[src/rre_consts.svh]
// Encoding constants and field positions for the return and rotate execution block.
`ifndef RRE_CONSTS_SVH
`define RRE_CONSTS_SVH
`define RRE_OP_W            14
`define RRE_ROT_HI          13
`define RRE_ROT_LO          8
`define RRE_ROT_LEFT_PAT    6'h0D
`define RRE_ROT_RIGHT_PAT   6'h0C
`define RRE_DEST_BIT        7
`define RRE_FADDR_HI        6
`define RRE_LIT_HI          7
`define RRE_LIT_HI_OP       13
`define RRE_LIT_LO_OP       8
`define RRE_LIT_PAT         6'h34
`define RRE_IRQ_RET_OP      14'h0009
`define RRE_SUB_RET_OP      14'h0008
`define RRE_GIE_BIT         7
`define RRE_RET_CYCLES      2
`define RRE_ZERO8           8'h00
`define RRE_DATA_W          8
`define RRE_MSB             7
`define RRE_LSB             0
`define RRE_PC_W_MIN        1
`define RRE_PC_W_MAX        16
`endif

[src/rre_pkg.sv]
// Types shared by the return and rotate execution block.
package rre_pkg;
    typedef enum logic [2:0] {
        RRE_NONE,
        RRE_IRQ_RET,
        RRE_LIT_RET,
        RRE_SUB_RET,
        RRE_ROT_L,
        RRE_ROT_R
    } rre_op_t;

    typedef struct packed {
        rre_op_t    op;
        logic       dest_file;
        logic [6:0] faddr;
        logic [7:0] literal;
    } rre_dec_t;
endpackage

[src/rre_decode.sv]
// Combinational opcode classifier for the return and rotate slice.
`timescale 1ns/100ps
`include "rre_consts.svh"
module rre_decode
    import rre_pkg::*;
(
    // Instruction word
    input  wire logic [13:0] instr_i,
    // Decoded fields
    output rre_dec_t         dec_o
);
    always_comb begin
        dec_o.op        = RRE_NONE;
        dec_o.dest_file = instr_i[`RRE_DEST_BIT];
        dec_o.faddr     = instr_i[`RRE_FADDR_HI:0];
        dec_o.literal   = instr_i[`RRE_LIT_HI:0];
        if (instr_i == `RRE_IRQ_RET_OP) begin
            dec_o.op = RRE_IRQ_RET;
        end else if (instr_i == `RRE_SUB_RET_OP) begin
            dec_o.op = RRE_SUB_RET;
        end else if (instr_i[`RRE_LIT_HI_OP:`RRE_LIT_LO_OP] == `RRE_LIT_PAT) begin
            dec_o.op = RRE_LIT_RET;
        end else if (instr_i[`RRE_ROT_HI:`RRE_ROT_LO] == `RRE_ROT_LEFT_PAT) begin
            dec_o.op = RRE_ROT_L;
        end else if (instr_i[`RRE_ROT_HI:`RRE_ROT_LO] == `RRE_ROT_RIGHT_PAT) begin
            dec_o.op = RRE_ROT_R;
        end
    end
endmodule

[src/rre_exec.sv]
// Execution unit for the interrupt, literal and subroutine returns and the two rotates through carry.
// What this block does
// - An interrupt return pops the stack into the program counter, one word, two cycles.
// - An interrupt return sets the global interrupt enable at bit 7 of the interrupt control register, no flags change.
// - A literal return loads the accumulator with its 8-bit literal and the program counter from the stack top in two cycles.
// - A subroutine return pops the stack into the program counter in two cycles, no flags change.
// - Rotate left moves bit n to n+1, bit 7 to carry and old carry to bit 0, only carry changes.
// - The destination bit sends a rotate result to the accumulator when 0 and to the file register when 1.
// - Rotate left is recognised by the pattern 0011 01 d fffffff and takes one cycle.
// - Rotate right moves bit n to n-1, bit 0 to carry and old carry to bit 7, only carry changes.
// - Rotate right uses the same destination select as rotate left.
`timescale 1ns/100ps
`include "rre_consts.svh"
module rre_exec
    import rre_pkg::*;
#(
    parameter int PC_W = 15
)
(
    // Clock and reset
    input  wire logic            clk_i,
    input  wire logic            rst_i,
    // Instruction issue
    input  wire logic            issue_i,
    input  wire logic [13:0]     instr_i,
    output logic                 ready_o,
    output logic                 busy_o,
    // Stack and program counter
    input  wire logic [PC_W-1:0] stack_top_entry_i,
    output logic                 stack_pop_o,
    output logic                 pc_load_o,
    output logic [PC_W-1:0]      program_counter_o,
    // Accumulator and carry
    input  wire logic [7:0]      acc_i,
    input  wire logic            carry_i,
    output logic                 acc_we_o,
    output logic [7:0]           acc_o,
    output logic                 carry_we_o,
    output logic                 carry_o,
    // File register port
    output logic [6:0]           file_addr_o,
    input  wire logic [7:0]      file_rdata_i,
    output logic                 file_we_o,
    output logic [7:0]           file_wdata_o,
    // Interrupt control register
    input  wire logic [7:0]      irq_control_reg_i,
    output logic                 irq_ctl_we_o,
    output logic [7:0]           irq_control_reg_o
);

    // The stack hands over at most sixteen address bits, so a wider counter could never be filled.
    if (PC_W < `RRE_PC_W_MIN || PC_W > `RRE_PC_W_MAX) begin : g_pc_w_check
        $error("PC_W out of range");
    end

    // Only a return needs a second cycle; every other opcode finishes at the edge that takes it.
    typedef enum logic [1:0] {
        RRE_IDLE,
        RRE_RET2
    } rre_state_t;

    rre_dec_t            dec;
    rre_state_t          state_ff,      nxt_state;
    logic                stack_pop_ff,  nxt_stack_pop;
    logic                pc_load_ff,    nxt_pc_load;
    logic [PC_W-1:0]     pc_ff,         nxt_pc;
    logic                acc_we_ff,     nxt_acc_we;
    logic [7:0]          acc_ff,        nxt_acc;
    logic                carry_we_ff,   nxt_carry_we;
    logic                carry_ff,      nxt_carry;
    logic                file_we_ff,    nxt_file_we;
    logic [7:0]          file_wd_ff,    nxt_file_wd;
    logic                irq_we_ff,     nxt_irq_we;
    logic [7:0]          irq_ff,        nxt_irq;
    logic [7:0]          rot_res;
    logic                rot_carry;
    wire logic [7:0]     rol_bits;
    wire logic [7:0]     ror_bits;

    // The decoder holds no state, so every field follows instr_i within the issue cycle.
    rre_decode u_decode (
        .instr_i (instr_i),
        .dec_o   (dec)
    );

    // The file address is presented combinationally so the read data is valid in the issue cycle.
    assign file_addr_o = dec.faddr;
    // A return refuses any issue in its second cycle; the core must hold the next opcode until ready_o.
    assign ready_o     = (state_ff == RRE_IDLE);
    assign busy_o      = (state_ff != RRE_IDLE);

    // Both rotations are built from the file read data at once; the opcode only picks one.
    for (genvar gi = 0; gi < `RRE_DATA_W - 1; gi++) begin : g_rot_bits
        assign rol_bits[gi + 1] = file_rdata_i[gi];
        assign ror_bits[gi]     = file_rdata_i[gi + 1];
    end
    assign rol_bits[`RRE_LSB] = carry_i;
    assign ror_bits[`RRE_MSB] = carry_i;

    // Carry comes from carry_i as it stands in the issue cycle, so the core must forward a carry
    // that this unit wrote one cycle earlier when rotates run back to back.
    always_comb begin
        rot_res   = file_rdata_i;
        rot_carry = carry_i;
        if (dec.op == RRE_ROT_L) begin
            rot_res   = rol_bits;
            rot_carry = file_rdata_i[`RRE_MSB];
        end else if (dec.op == RRE_ROT_R) begin
            rot_res   = ror_bits;
            rot_carry = file_rdata_i[`RRE_LSB];
        end
    end

    // Data registers hold their last value; only the write pulses fall back to zero each cycle.
    always_comb begin
        nxt_state     = state_ff;
        nxt_stack_pop = 1'b0;
        nxt_pc_load   = 1'b0;
        nxt_pc        = pc_ff;
        nxt_acc_we    = 1'b0;
        nxt_acc       = acc_ff;
        nxt_carry_we  = 1'b0;
        nxt_carry     = carry_ff;
        nxt_file_we   = 1'b0;
        nxt_file_wd   = file_wd_ff;
        nxt_irq_we    = 1'b0;
        nxt_irq       = irq_ff;
        unique case (state_ff)
            RRE_IDLE: begin
                if (issue_i) begin
                    unique case (dec.op)
                        RRE_IRQ_RET, RRE_SUB_RET, RRE_LIT_RET: begin
                            // Returns flush the prefetch, so a second dead cycle follows the pop.
                            nxt_state     = RRE_RET2;
                            nxt_stack_pop = 1'b1;
                            nxt_pc_load   = 1'b1;
                            nxt_pc        = stack_top_entry_i;
                            // Only the enable bit is forced; the other control bits go back as they were read.
                            if (dec.op == RRE_IRQ_RET) begin
                                nxt_irq_we = 1'b1;
                                nxt_irq    = irq_control_reg_i | (8'h01 << `RRE_GIE_BIT);
                            end
                            // The literal reaches the accumulator in the same cycle as the pop.
                            if (dec.op == RRE_LIT_RET) begin
                                nxt_acc_we = 1'b1;
                                nxt_acc    = dec.literal;
                            end
                        end
                        // A rotate writes exactly one destination, never both.
                        RRE_ROT_L, RRE_ROT_R: begin
                            nxt_carry_we = 1'b1;
                            nxt_carry    = rot_carry;
                            if (dec.dest_file) begin
                                nxt_file_we = 1'b1;
                                nxt_file_wd = rot_res;
                            end else begin
                                nxt_acc_we = 1'b1;
                                nxt_acc    = rot_res;
                            end
                        end
                        RRE_NONE: begin
                            // Opcodes outside this slice are taken and dropped with no port effect.
                        end
                    endcase
                end
            end
            RRE_RET2: begin
                nxt_state = RRE_IDLE;
            end
            default: begin
                nxt_state = RRE_IDLE;
            end
        endcase
    end

    // Reset clears every write pulse, so the core sees no stray write while it leaves reset.
    always_ff @(posedge clk_i) begin
        if (rst_i) begin
            state_ff     <= RRE_IDLE;
            stack_pop_ff <= 1'b0;
            pc_load_ff   <= 1'b0;
            pc_ff        <= '0;
            acc_we_ff    <= 1'b0;
            acc_ff       <= `RRE_ZERO8;
            carry_we_ff  <= 1'b0;
            carry_ff     <= 1'b0;
            file_we_ff   <= 1'b0;
            file_wd_ff   <= `RRE_ZERO8;
            irq_we_ff    <= 1'b0;
            irq_ff       <= `RRE_ZERO8;
        end else begin
            state_ff     <= nxt_state;
            stack_pop_ff <= nxt_stack_pop;
            pc_load_ff   <= nxt_pc_load;
            pc_ff        <= nxt_pc;
            acc_we_ff    <= nxt_acc_we;
            acc_ff       <= nxt_acc;
            carry_we_ff  <= nxt_carry_we;
            carry_ff     <= nxt_carry;
            file_we_ff   <= nxt_file_we;
            file_wd_ff   <= nxt_file_wd;
            irq_we_ff    <= nxt_irq_we;
            irq_ff       <= nxt_irq;
        end
    end

    // Every output except file_addr_o, ready_o and busy_o comes straight from a flip-flop, so the core never sees a decode glitch.
    assign stack_pop_o       = stack_pop_ff;
    assign pc_load_o         = pc_load_ff;
    assign program_counter_o = pc_ff;

    assign acc_we_o          = acc_we_ff;
    assign acc_o             = acc_ff;
    assign carry_we_o        = carry_we_ff;
    assign carry_o           = carry_ff;

    assign file_we_o         = file_we_ff;
    assign file_wdata_o      = file_wd_ff;
    assign irq_ctl_we_o      = irq_we_ff;
    assign irq_control_reg_o = irq_ff;
endmodule

[config.mk]
export PLATFORM = sky130hd
export DESIGN_NAME = rre_exec
export DESIGN_NICKNAME = d
export VERILOG_FILES = /design/src/rre_pkg.sv /design/src/rre_decode.sv /design/src/rre_exec.sv
export VERILOG_INCLUDE_DIRS = /design/src
export SDC_FILE = /design/constraint.sdc
export NUM_CORES = 1
export LEC_CHECK = 0
export ABC_AREA = 1
export BUFFER_PORTS_ARGS = -buffer_cell sky130_fd_sc_hd__buf_2
export CORE_MARGIN = 2
export CORE_UTILIZATION = 25
export CTS_CLUSTER_DIAMETER = 40
export DETAILED_ROUTE_END_ITERATION = 10
export HOLD_SLACK_MARGIN = 0.1
export SYNTH_ARGS = -nofsm -noshare
export SYNTH_HDL_FRONTEND = slang
export SYNTH_SLANG_ARGS = --single-unit
export TNS_END_PERCENT = 10
[constraint.sdc]
create_clock -name clk_i -period 3.15 [get_ports clk_i]
set_input_delay 0.63 -clock clk_i [delete_from_list [all_inputs] [get_ports clk_i]]
set_output_delay 0.63 -clock clk_i [all_outputs]
set_load 0.02 [all_outputs]
# Word-level counts from Yosys, hierarchy flattened

Index checks and enable logic that the tools add are counted.

Flip-flop bits (word level): 46
Input bits: 57
Logic and storage cells: 60

Equality and inequality tests: 12
Muxes and demuxes: 19
Bitwise gates (word level): 4
Reduce and logical (&&, ||, !) cells: 14

Operators by type and width:

| kind                                                                   | count |
|---|---|
| 8-bit two-way mux                                                      | 4 |
| 14-bit by 4-bit equality test with 1-bit output, second input constant | 2 |
| 8-bit one-hot mux with 2 select lines                                  | 1 |
| 3-bit two-way mux                                                      | 5 |
| 6-bit by 4-bit equality test with 1-bit output, second input constant  | 2 |
| 1-bit two-way mux                                                      | 8 |
| 4-bit AND reduction                                                    | 2 |
| 4-bit OR reduction                                                     | 2 |
| 3-bit by 2-bit equality test with 1-bit output, second input constant  | 2 |
| 3-bit equality test, second input constant                             | 2 |
| 6-bit equality test, second input constant                             | 1 |
| 3-bit AND reduction                                                    | 2 |
| 3-bit OR reduction                                                     | 2 |
| 5-bit AND reduction                                                    | 1 |
| 2-bit != test, second input constant                                   | 2 |
| 1-bit inverter                                                         | 4 |
| 2-bit OR reduction                                                     | 2 |
| 3-bit by 1-bit equality test with 1-bit output, second input constant  | 1 |
| 2-bit zero test                                                        | 1 |
| 1-bit one-hot mux with 2 select lines                                  | 1 |
| 2-bit AND reduction                                                    | 1 |
| 2-bit nonzero test                                                     | 1 |

# Longest topological paths before layout

Gate-level depths: netlist (run 1).

Depth after elaboration: 11
Mapped depth: 10
Mapped depth without buffers: 10

# Hierarchy

From an unflattened synthesis (run 1), not the netlist that was laid out.

Cells, all modules: 319
Area, all modules: 2,311.0 um2

By module, submodules not included:

| module     | times used | cells an instance | area an instance (um2) | sequential area each (um2) |
|---|---|---|---|---|
| rre_exec   | 1          | 276               | 2,077.0                | 920.9 |
| rre_decode | 1          | 43                | 234.0                  | 0.0 |

# Least setup slack after synthesis (run 1)

Ideal clock, no wire load.

Path type: input to register
Start: in instr_i[11]
End: reg file_wd_ff[0] (netlist: file_wdata_o[0])
Arrival time: 1,406 ps
Slack: 1,628 ps
Stages: 7
Path buffers: 0
Cell sequence: nand2_2 -> nor3_2 -> nand2_1 -> nor2_4 -> inv_2 -> nor2_1 -> nor2_1

Longest elaborated chain between the ends: 9

Ends and longest elaborated chain:

| item                                                                      | line                                              | RTL |
|---|---|---|
| start: declaration                                                        | rre_exec.sv:25                                    | `input wire logic [13:0] instr_i,` |
| 6-bit by 4-bit equality test with 1-bit output (no source line)           | --                                                |  |
| 3-bit two-way mux                                                         | rre_decode.sv:25                                  | `` end else if (instr_i[`RRE_ROT_HI:`RRE_ROT_LO] == `RRE_ROT_RIGHT_PAT) begin `` |
| 3-bit two-way mux                                                         | rre_decode.sv:23                                  | `` end else if (instr_i[`RRE_ROT_HI:`RRE_ROT_LO] == `RRE_ROT_LEFT_PAT) begin `` |
| 3-bit two-way mux                                                         | rre_decode.sv:21                                  | `` end else if (instr_i[`RRE_LIT_HI_OP:`RRE_LIT_LO_OP] == `RRE_LIT_PAT) begin `` |
| 3-bit two-way mux                                                         | rre_decode.sv:19                                  | `` end else if (instr_i == `RRE_SUB_RET_OP) begin `` |
| 3-bit two-way mux (*)                                                     | rre_decode.sv:17                                  | `` if (instr_i == `RRE_IRQ_RET_OP) begin `` |
| 3-bit equality test, on equally long branches                             | rre_exec.sv:105, rre_exec.sv:131, rre_exec.sv:108 |  |
| 2-bit OR reduction or 8-bit two-way mux (tied branches)                   | rre_exec.sv:131, rre_exec.sv:108                  |  |
| 4-bit AND reduction (no source line) or 8-bit two-way mux (tied branches) | --                                                |  |
| end signal: assignment                                                    | rre_exec.sv:188                                   | `` file_wd_ff <= `RRE_ZERO8; `` |
| end signal: assignment                                                    | rre_exec.sv:201                                   | `file_wd_ff <= nxt_file_wd;` |
| end: declaration                                                          | rre_exec.sv:72                                    | `logic [7:0] file_wd_ff, nxt_file_wd;` |

Mark *: on every way between the ends. The rest lies on a longest branch, timed or not.
A chain may end at the register's enable or synchronous reset.

# Worst setup path after layout (run 1)

Start: in instr_i[12]
End: reg irq_we_ff (netlist: irq_ctl_we_o)

Longest elaborated chain between the ends: 10

Ends and longest elaborated chain:

| item                                                                                                             | line                             | RTL |
|---|---|---|
| 6-bit by 4-bit equality test with 1-bit output (no source line)                                                  | --                               |  |
| 3-bit two-way mux                                                                                                | rre_decode.sv:25                 |  |
| 3-bit two-way mux                                                                                                | rre_decode.sv:23                 |  |
| 3-bit two-way mux                                                                                                | rre_decode.sv:21                 |  |
| 3-bit two-way mux                                                                                                | rre_decode.sv:19                 |  |
| 3-bit two-way mux (*)                                                                                            | rre_decode.sv:17                 |  |
| 3-bit by 1-bit equality test with 1-bit output or 3-bit by 2-bit equality test with 1-bit output (tied branches) | rre_exec.sv:131, rre_exec.sv:139 |  |
| 3-bit OR reduction                                                                                               | rre_exec.sv:131                  | `unique case (dec.op)` |
| 1-bit inverter (no source line)                                                                                  | --                               |  |
| 4-bit OR reduction (no source line)                                                                              | --                               |  |
| end signal: assignment                                                                                           | rre_exec.sv:202                  | `irq_we_ff <= nxt_irq_we;` |
| end: declaration                                                                                                 | rre_exec.sv:73                   | `logic irq_we_ff, nxt_irq_we;` |

Marked as above.

==> results.txt, run 1 <==
----------------------------------------------------
[Outcome]
  Run status ... completed

[Clock tree]
  Clock buffer depth ... 2
  Clock Pin Slew Worst Setup and Hold Paths ... 0.09 ns
  CTS tree ... yes
  Cell at the root of the clock tree ... clkbuf_8
  Sink Count ... 46
  # H-tree levels ... 2
  Number of hold buffers added after CTS ... 0
  Clock Latency Late Sink ... 0.30 ns
  Post-CTS setup buffer count ... 0
  Count of instances resized after the clock tree is built ... 0
  Number of clock buffers inserted by TritonCTS ... 5

[Power and ir drop]
  Static Leakage ... 1.59 nW
  Switching pwr ... 292 uW
  Power share of the sequential group ... 50.6%
  Worst supply voltage drop on vdd ... 130 uV
  Clock network power share ... 38.6%
  Switching power as a share of total power ... 25.1%
  Internal power contribution ... 870 uW
  Total power consumption of the routed design ... 1.16 mW
  Total power divided by cell area ... 403 nW/um2
  Portion of total power attributed to combinational logic ... 10.8%

[Synthesis]
  Instance count of the mapped netlist ... 324
  Cell area after synthesis ... 2240 um2
  Top cell type by total area after synthesis ... dfxtp_1
  Yosys Warn Count ... 0
  Number of different library cells in the post-synthesis netlist ... 28
  Syn Area/Cell ... 6.92 um2
  Portion of the post-synthesis area used by sequential elements ... 41.1%
  Most frequently used cell type in the post-synthesis netlist ... nand2_1
  Synth top area cells ... dfxtp_1 (41%), nand2_1 (11%), nor2_1 (9.4%), nand3_1 (8.3%), inv_1 (6.2%)
  Portion of synthesized cell area occupied by the leading cell type ... 41.1%
  Prevailing post-synth register cell ... dfxtp_1
  Mapped Nets ... 381
  EDFF count, synth ... 0
  Share of flip-flops with an asynchronous set or reset ... 0%
  Yosys reg bits ... 46
  Ranking of synthesized cells by instance count ... nand2_1 (66), nor2_1 (56), dfxtp_1 (46)

[Placement]
  Placed cell areas ... 2770 um2
  Port bufs ... 102
  Setup slack at placement ... 0.947 ns
  Number of instances in the placed design ... 516
  Final RePlAce weighted congestion ... 0.836
  HPWL after detailed placement ... 4540 um

[Timing]
  Hold WS ... 0.460 ns
  Clock tree skew after final layout ... 0.00520 ns
  Worst slew margin relative to its limit ... 58.6%
  Min Clock Period, post-route ... 1.87 ns
  Tightest Pin Transition ... 0.621 ns
  Setup repair after global routing missed its margin ... no
  Hold Violations, Final ... 0
  Upper clock frequency limit ... 0.535 GHz
  Setup violation total in the final timing report ... 0
  Setup_tns ... 0 ns
  Worst setup margin ... 1.28 ns
  Final clock period utilization by the worst path ... 59.4%
  Final number of max-transition violations ... 0

[Critical path]
  Terminus of the critical flop-to-flop path ... irq_control_reg_o[0]
  Crit Path Class ... in -> reg
  Reg2reg start ... state_ff[0]
  Cell repeated most along the worst path ... inv_1
  Data required time of the critical path ... 3.36 ns
  Cells along the critical path ... buf_2 -> inv_1 -> nand2_2 -> nor2_2 -> nand2_2 -> nand3_2 -> nand3_1 -> inv_1 -> nand2_1 -> inv_1
  Category of the worst setup path launch point ... input port
  Worst-path maximum fanout ... 31
  Worst Path Arrival ... 2.08 ns
  Internal reg-to-reg setup slack ... 1.70 ns
  Buffers and inverters on the worst path ... 4
  Worst reg2reg path depth ... 7
  Slowest cell on the critical path ... nand3_2
  Delay of the slowest critical-path stage ... 0.48 ns
  Setup crit end kind ... flip-flop
  Cell family contributing the most delay on the critical path ... simple AND/OR/NAND/NOR gates

[Floorplan]
  Placeable core area ... 8720 um2
  Starting utilization of the core area ... 25.7%
  Number of core rows ... 34
  Ports placed on the boundary ... 112
  Floorplan die width ... 98.7 um
  Die Height ... 98.7 um
  Die Outline Area ... 9740 um2

[Global route]
  Maximum number of pins on one net before global-route repair ... 39
  Number of global-route vias before repair ... 2118
  Global-route congestion overflow total ... 0
  Number of antenna violations at the first check in global routing ... 0
  Global-route wire length before repair ... 9720 um
  Total track usage ... 12.1%

[Layout]
  Fillcell total ... 965
  Final core utilization ... 33.0%
  Layout Area Growth over Synthesis ... 28.5%
  Number of nets in the final layout ... 472
  Antenna diode count ... 0
  Ratio of cells with drive above 1 in the final layout ... 31.7%
  Final std cells w/o fill ... 524
  Final Cell Area ... 2880 um2

[Route]
  Final wirelength ... 5950 um
  DRC Markers ... 0
  Iteration count of the initial detailed-routing pass ... 4
  Total via count after detailed routing ... 2230
  DRC marker count from the first detailed-route iteration ... 49
  Via count normalized by instance count ... 4.26
  Detail-routed net length per standard cell ... 11.4 um
  Number of antenna-violating nets in the routed design ... 0

[Flow run]
  Total of max-cap violations ... 0

[Min path]
  Hold path start ... irq_control_reg_o[7]
  Worst min-delay path category ... reg -> reg
  Worst Hold Path Cells ... 2
  Terminating pin of the worst hold path ... irq_control_reg_o[7]

----------------------------------------------------
[placed cells by master (no fill, tap or decap), types with 2 or more instances in the layout]
cell / count
nand3_1: 37
dfxtp_1: 46
nand2_2: 8
clkbuf_8: 5
nor2_1: 56
o21ai_0: 9
nor2_4: 2
buf_2: 102
buf_4: 2
inv_1: 37
inv_2: 3
a21oi_1: 26
o211ai_1: 2
nand2_1: 66
[layer usage]
layer  share of wire (%)  track usage (%)  vias to the layer above  wire length, um
met5                   0                0                        -                0
li1                    -                -                     1186                -
met1                  46             15.5                      954             2720
met3                 7.3             2.98                       11              435
met4                 1.8             3.69                        0              105
met2                  45             20.4                       79             2690
[worst reg2reg max path: stages, from the launching register on]
cell	delay, ns
dfxtp_1	0.34
inv_1	0.05
nand2_1	0.10
clkinv_1	0.19
buf_4	0.31
nand2_2	0.21
nand2_1	0.07
a21oi_1	0.12
[power by group through the flow]
stage | registers (mW) | clock network [mW] | logic, mW
after global routing | 0.588 | 0.497 | 0.140
after global placement | 0.601 | 0 | 0.126
after detailed placement | 0.601 | 0 | 0.127
after floorplan | 0.607 | 0 | 0.0680
after CTS | 0.588 | 0.470 | 0.127
final | 0.588 | 0.448 | 0.126
[how the worst max path moves through the flow]
| stage | start | to | slack [ns] | cells after the start |
|---|---|---|---|---|
| floorplan | instr_i[11] | file_wdata_o[0] | 1.63 | 7 |
| global placement | instr_i[9] | irq_ctl_we_o | 1.01 | 8 |
| detailed placement | instr_i[9] | irq_ctl_we_o | 0.95 | 8 |
| CTS | instr_i[9] | irq_ctl_we_o | 1.29 | 8 |
| global route | instr_i[9] | irq_ctl_we_o | 1.09 | 10 |
| finish | instr_i[12] | irq_ctl_we_o | 1.28 | 10 |
[layout make-up]
type                    count  area [um2]  area share [%]
well taps                 108         135            4.69
clock buffers               5        68.8            2.39
flip-flops and latches     46         921            32.0
multi-input cells         217        1030            35.9
clock inverters             3        43.8            1.52
inverters                  41         154            5.34
repair buffers            104         526            18.2
[state kept, by name, indices dropped and copies added, names as in the netlist, 8 cells and up]
| name | count |
|---|---|
| file_wdata_o | 8 |
| acc_o | 8 |
| irq_control_reg_o | 8 |
| program_counter_o | 15 |
[cells by family after synthesis]
group | Yosys count | share of synthesized area (%)
buf+inv | 61 | 12.8
compound gates | 40 | 9.43
simple gates | 177 | 36.7
flops | 46 | 41.1
Note: power is estimated with default switching activity, not from simulation.
==> inputs of run 2 (changes only) <==
- clock period: 3.15 -> 1.9 ns (I/O delays scaled with it)
==> results.txt, run 2 (same netlist as run 1, synthesis figures left out) <==
----------------------------------------------------
[Timing]
  Setup_tns ... 0 ns (unchanged)
  Hold Violations, Final ... 0 (unchanged)
  Min Clock Period, post-route ... 1.46 ns
  Tightest Pin Transition ... 0.404 ns (-0.217 ns)
  Clock tree skew after final layout ... 0.00420 ns (-0.00100 ns)
  Setup violation total in the final timing report ... 0 (unchanged)
  Setup repair after global routing missed its margin ... no
  Worst slew margin relative to its limit ... 73.0% (+14 points)
  Final number of max-transition violations ... 0 (unchanged)
  Final clock period utilization by the worst path ... 76.8%
  Upper clock frequency limit ... 0.685 GHz

[Floorplan]
  Die Outline Area ... 9740 um2 (unchanged)
  Floorplan die width ... 98.7 um (unchanged)
  Ports placed on the boundary ... 112 (unchanged)
  Number of core rows ... 34 (unchanged)
  Starting utilization of the core area ... 25.7% (unchanged)
  Die Height ... 98.7 um (unchanged)
  Placeable core area ... 8720 um2 (unchanged)

[Power and ir drop]
  Total power divided by cell area ... 625 nW/um2 (+55%)
  Worst supply voltage drop on vdd ... 261 uV (+100%)
  Static Leakage ... 1.60 nW (+0.51%)

[Global route]
  Global-route wire length before repair ... 9780 um (+0.71%)
  Maximum number of pins on one net before global-route repair ... 39 (unchanged)
  Number of global-route vias before repair ... 2111 (-0.33%)
  Number of antenna violations at the first check in global routing ... 0 (unchanged)
  Total track usage ... 12.3% (+0.16 points)
  Global-route congestion overflow total ... 0 (unchanged)

[Critical path]
  Reg2reg start ... state_ff[0]
  Setup crit end kind ... flip-flop
  Slowest cell on the critical path ... dfxtp_1
  Worst-path maximum fanout ... 38 (+23%)
  Worst Path Arrival ... 1.68 ns (-0.40 ns)
  Cell repeated most along the worst path ... nand2_1
  Crit Path Class ... reg -> reg
  Category of the worst setup path launch point ... flip-flop
  Cells along the critical path ... inv_1 -> nand2_1 -> clkinv_1 -> buf_4 -> nand2_2 -> nand2_1 -> a21oi_1
  Delay of the slowest critical-path stage ... 0.34 ns (-0.14 ns)
  Crit path from ... state_ff[0]
  Data required time of the critical path ... 2.13 ns (-1.23 ns)

[Route]
  DRC Markers ... 0 (unchanged)
  Final wirelength ... 5910 um (-0.64%)
  Number of antenna-violating nets in the routed design ... 0 (unchanged)
  Via count normalized by instance count ... 4.30 (+0.99%)
  Iteration count of the initial detailed-routing pass ... 4 (unchanged)
  Detail-routed net length per standard cell ... 11.2 um (-1.2%)
  DRC marker count from the first detailed-route iteration ... 48 (-2.0%)
  Total via count after detailed routing ... 2265 (+1.6%)

[Min path]
  Worst min-delay path category ... in -> reg
  Hold path start ... irq_control_reg_i[1]

[Clock tree]
  Sink Count ... 46 (unchanged)
  Number of clock buffers inserted by TritonCTS ... 5 (unchanged)
  CTS tree ... yes
  Clock Latency Late Sink ... 0.29 ns (about the same)
  # H-tree levels ... 2 (unchanged)
  Number of hold buffers added after CTS ... 0 (unchanged)
  Clock buffer depth ... 2 (unchanged)
  Post-CTS setup buffer count ... 0 (unchanged)
  Count of instances resized after the clock tree is built ... 0 (unchanged)
  Cell at the root of the clock tree ... clkbuf_8
  Clock Pin Slew Worst Setup and Hold Paths ... 0.09 ns (about the same)

[Layout]
  Number of flip-flops under the largest register name ... 15 (unchanged)
  Most frequent cells in the layout ... buf_2 (102), nand2_1 (66), nor2_1 (56), dfxtp_1 (46)
  Ratio of cells with drive above 1 in the final layout ... 32.0% (+0.25 points)
  Commonest non-fill, non-tap cell in the layout ... buf_2
  Layout Area Growth over Synthesis ... 29.1%
  Final Cell Area ... 2900 um2 (+0.48%)
  Fillcell total ... 965 (unchanged)
  Number of nets in the final layout ... 475 (+0.64%)
  Antenna diode count ... 0 (unchanged)

[Placement]
  Port bufs ... 102 (unchanged)
  Placed cell areas ... 2800 um2 (+1.3%)
  Final RePlAce weighted congestion ... 0.807 (-3.5%)
  HPWL after detailed placement ... 4570 um (+0.58%)

[Flow run]
  Total of max-cap violations ... 0 (unchanged)

[Outcome]
  Run status ... completed

----------------------------------------------------
run 2: final timing paths:
kind                                to  slack [ns]  cells after the start
setup / recovery  irq_control_reg_o[0]        0.44                      7
hold / removal    irq_control_reg_o[1]        0.35                      3
setup reg to reg  irq_control_reg_o[0]        0.44                      7
hold reg to reg   irq_control_reg_o[7]        0.45                      2
run 2: layout make-up:
type | instances | area (um2) | share of cell area, %
Sequential cell | 46 | 921 | 31.8
Multi-Input combinational cell | 217 | 1030 | 35.7
Tap cell | 108 | 135 | 4.67
Clock inverter | 1 | 5.00 | 0.173
Inverter | 41 | 154 | 5.32
Clock buffer | 7 | 86.3 | 2.98
Timing Repair Buffer | 107 | 561 | 19.4
run 2: worst max-delay path: cells and delay by family (launching register included):
| kind | cells | cell delay, ns |
|---|---|---|
| compound gates | 1 | 0.12 |
| simple gates | 3 | 0.35 |
| buf+inv | 3 | 0.57 |
| flops | 1 | 0.34 |
run 2: routing by layer:
layer,global-route usage [%],part of all wire (%),vias to the layer above
met1,14.8,44,994
met2,21.6,47,79
li1,-,-,1190
met5,0,0,-
met4,2.85,0.29,0
met3,3.69,8.1,2
run 2: report_power, final:
part | internal, mW | switching (mW) | leakage [nW]
Sequential | 0.971 | 0.00330 | 0.371
Combinational | 0.0792 | 0.132 | 1.18
Clock | 0.294 | 0.329 | 0.0482
Total | 1.34 | 0.464 | 1.60
run 2: stage by stage:
stage	setup slack [ns]	hold WS (ns)	std cells	util (%)	power, mW
3_5_place_dp	0.240	0.452	519	32.2	1.21
5_1_grt	0.264	0.337	527	33.2	1.92
6_report	0.441	0.351	527	33.2	1.81
4_1_cts	0.403	0.335	527	33.2	1.85
2_1_floorplan	0.450	0.526	324	-	1.12
3_3_place_gp	0.300	0.439	519	32.2	1.21
==> inputs of run 3 (changes only) <==
- ABC_AREA: 1 -> 0
- clock period: 1.9 -> 1.4 ns (I/O delays scaled with it)
==> results.txt, run 3 <==
----------------------------------------------------
[Outcome]
  Run status ... finished, violations left
  Violations in the final reports ... negative setup slack

[Floorplan]
  Ports placed on the boundary ... 112 (unchanged)
  Die Outline Area ... 9040 um2 (-7.2%)
  Floorplan die width ... 95.1 um (-3.7%)
  Starting utilization of the core area ... 25.5% (-0.22 points)
  Placeable core area ... 8130 um2 (-6.7%)
  Number of core rows ... 33 (-2.9%)
  Die Height ... 95.1 um (-3.7%)

[Layout]
  Layout Area Growth over Synthesis ... 48.6%
  Most frequent cells in the layout ... buf_2 (102), nand2_1 (46), dfxtp_1 (45), buf_4 (32), mux2i_1 (30)
  Ratio of cells with drive above 1 in the final layout ... 48.6% (+17 points)
  Area of combinational cells with multiple inputs ... 1070 um2 (+3.6%)
  Commonest non-fill, non-tap cell in the layout ... buf_2
  Antenna diode count ... 0 (unchanged)
  Number of flip-flops under the largest register name ... 15 (unchanged)
  Final std cells w/o fill ... 455 (-14%)
  Footprint of the flip-flops and latches ... 922 um2 (+0.14%)
  Number of nets in the final layout ... 406 (-15%)
  Fillcell total ... 838 (-13%)

[Synthesis]
  Ranking of synthesized cells by instance count ... dfxtp_1 (46), nand2_1 (46), mux2i_1 (30)
  Yosys Warn Count ... 0 (unchanged)
  Number of different library cells in the post-synthesis netlist ... 33 (+18%)
  Mapped Nets ... 282 (-26%)
  Share of flip-flops with an asynchronous set or reset ... 0% (unchanged)
  Syn Area/Cell ... 9.21 um2 (+33%)
  EDFF count, synth ... 0 (unchanged)
  Portion of the post-synthesis area used by sequential elements ... 44.4% (+3.3 points)
  Synth top area cells ... dfxtp_1 (44%), mux2i_1 (14%), nand2_1 (8.3%), buf_4 (3.3%), nor2_1 (2.7%)
  Prevailing post-synth register cell ... dfxtp_1
  Yosys reg bits ... 46 (unchanged)
  Instance count of the mapped netlist ... 225 (-31%)
  Top cell type by total area after synthesis ... dfxtp_1
  Cell area after synthesis ... 2070 um2 (-7.5%)
  Portion of synthesized cell area occupied by the leading cell type ... 44.4% (+3.3 points)

[Route]
  Detail-routed net length per standard cell ... 13.7 um (+22%)
  Final wirelength ... 6240 um (+5.5%)
  Via count normalized by instance count ... 4.55 (+5.9%)
  DRC Markers ... 0 (unchanged)
  Iteration count of the initial detailed-routing pass ... 4 (unchanged)
  Total via count after detailed routing ... 2071 (-8.6%)
  Number of antenna-violating nets in the routed design ... 0 (unchanged)
  DRC marker count from the first detailed-route iteration ... 76 (+58%)

[Timing]
  Setup violation total in the final timing report ... 13 (+13)
  Setup repair after global routing missed its margin ... yes
  Hold Violations, Final ... 0 (unchanged)
  Clock tree skew after final layout ... 0.00902 ns (+0.00482 ns)
  Worst setup margin ... -0.0414 ns (-0.482 ns)
  Setup_tns ... -0.233 ns (-0.233 ns)
  Upper clock frequency limit ... 0.694 GHz (+1.2%)
  Min Clock Period, post-route ... 1.44 ns (-0.0176 ns)
  Final clock period utilization by the worst path ... 103% (+26 points)
  Final number of max-transition violations ... 0 (unchanged)
  Tightest Pin Transition ... 0.338 ns (-0.0662 ns)
  Worst slew margin relative to its limit ... 76.8% (+3.8 points)

[Clock tree]
  Number of clock buffers inserted by TritonCTS ... 5 (unchanged)
  Sink Count ... 46 (unchanged)
  Clock buffer depth ... 2 (unchanged)
  Cell at the root of the clock tree ... clkbuf_8
  Clock Pin Slew Worst Setup and Hold Paths ... 0.09 ns (about the same)
  Number of hold buffers added after CTS ... 0 (unchanged)
  CTS tree ... yes
  # H-tree levels ... 2 (unchanged)
  Clock Latency Late Sink ... 0.30 ns (about the same)

[Power and ir drop]
  Total power divided by cell area ... 824 nW/um2 (+32%)
  Static Leakage ... 1.38 nW (-14%)
  Worst supply voltage drop on vdd ... 319 uV (+22%)

[Flow run]
  Total of max-cap violations ... 0 (unchanged)

[Global route]
  Global-route wire length before repair ... 9340 um (-4.5%)
  Global-route congestion overflow total ... 0 (unchanged)
  Number of antenna violations at the first check in global routing ... 0 (unchanged)
  Number of global-route vias before repair ... 1957 (-7.3%)
  Maximum number of pins on one net before global-route repair ... 38 (-2.6%)
  Total track usage ... 13.3% (+0.99 points)

[Critical path]
  Category of the worst setup path launch point ... flip-flop
  Worst-path maximum fanout ... 8 (-79%)
  Cells along the critical path ... nand2b_2 -> nor4_4 -> buf_6 -> buf_12 -> nor2_2 -> a211oi_2
  Data required time of the critical path ... 1.63 ns (-0.50 ns)
  Setup crit end kind ... flip-flop
  Slowest cell on the critical path ... dfxtp_2
  Worst Path Arrival ... 1.67 ns (about the same)
  Delay of the slowest critical-path stage ... 0.35 ns (about the same)
  Crit Path Class ... reg -> reg
  Worst reg2reg path depth ... 6 (-1)

[Min path]
  Worst Hold Path Cells ... 3 (unchanged)
  Worst min-delay path category ... in -> reg

[Placement]
  HPWL after detailed placement ... 4800 um (+5.0%)
  Port bufs ... 102 (unchanged)
  Final RePlAce weighted congestion ... 0.823 (+2.0%)
  Number of instances in the placed design ... 447 (-14%)

----------------------------------------------------
run 3: changes by cell type after synthesis, sizes merged, moves of 8 or more:
cell | previous run | this run
a211oi | 0 | 10
a21oi | 26 | 1
inv | 40 | 6
mux2i | 0 | 30
nand2 | 74 | 46
nand3 | 39 | 2
nor2 | 60 | 16
nor4 | 0 | 8
run 3: area by class of cell:
type,instances,area share [%]
Multi-Input combinational cell,151,34.8
Timing Repair Buffer,139,27.3
Inverter,6,0.731
Sequential cell,46,29.9
Clock buffer,7,2.80
Tap cell,105,4.26
Clock inverter,1,0.162
run 3: worst max-delay path: cells and delay by family, from the launching register on:
family,cells,cell delay (ns)
buffers and inverters,2,0.31
AND/OR/NAND/NOR,3,0.59
AO/OA/AOI/OAI,1,0.13
flip-flops,1,0.35
run 3: kinds of logic (layout without fill, tap and decap cells):
logic type | after synthesis | count (layout) | share of synthesized area [%]
AND/OR/NAND/NOR | 86 | 86 | 19.9
flip-flops | 46 | 46 | 44.4
multiplexers | 32 | 32 | 15.6
AO/OA/AOI/OAI | 33 | 33 | 12.7
buffers and inverters | 28 | 153 | 7.42
run 3: power breakdown:
part           leakage (nW)  total (mW)  internal (mW)  switching [mW]
combinational         0.962       0.359          0.162           0.196
clock                0.0482       0.858          0.400           0.458
sequential            0.371        1.32           1.32         0.00541
total                  1.38        2.54           1.88           0.660
run 3: path summary, 6_finish.rpt:
path / from / to / slack (ns)
worst max-delay path: state_ff[0] / file_wdata_o[4] / -0.04
worst min-delay path: irq_control_reg_i[2] / irq_control_reg_o[2] / 0.22
worst max register to register: state_ff[0] / file_wdata_o[4] / -0.04
worst min register to register: irq_control_reg_o[5] / irq_control_reg_o[5] / 0.46
run 3: what timing repair did:
item,CTS,global route
pin swaps,4,2
resized for setup,4,5
setup buffers,0,0
endpoints found under the setup margin,32,38
run 3: per-layer routing:
metal	GRT usage, %	share of wire (%)	vias up
met5	0	0	-
met4	3.99	1.6	0
met3	2.77	5.8	8
met2	22.9	50	55
met1	16.6	42	974
li1	-	-	1034
run 3: metrics by stage:
step / power, mW / hold slack [ns] / worst slack (ns) / utilization (%) / cell area, um2
after floorplan: 1.53 / 0.422 / -0.378 / - / 2130
after global placement: 1.70 / 0.439 / -0.391 / 36.2 / 2950
after detailed placement: 1.70 / 0.449 / -0.410 / 36.2 / 2950
after CTS: 2.59 / 0.205 / -0.0481 / 37.5 / 3050
after global routing: 2.67 / 0.218 / -0.155 / 37.9 / 3080
final: 2.54 / 0.220 / -0.0414 / 37.9 / 3080
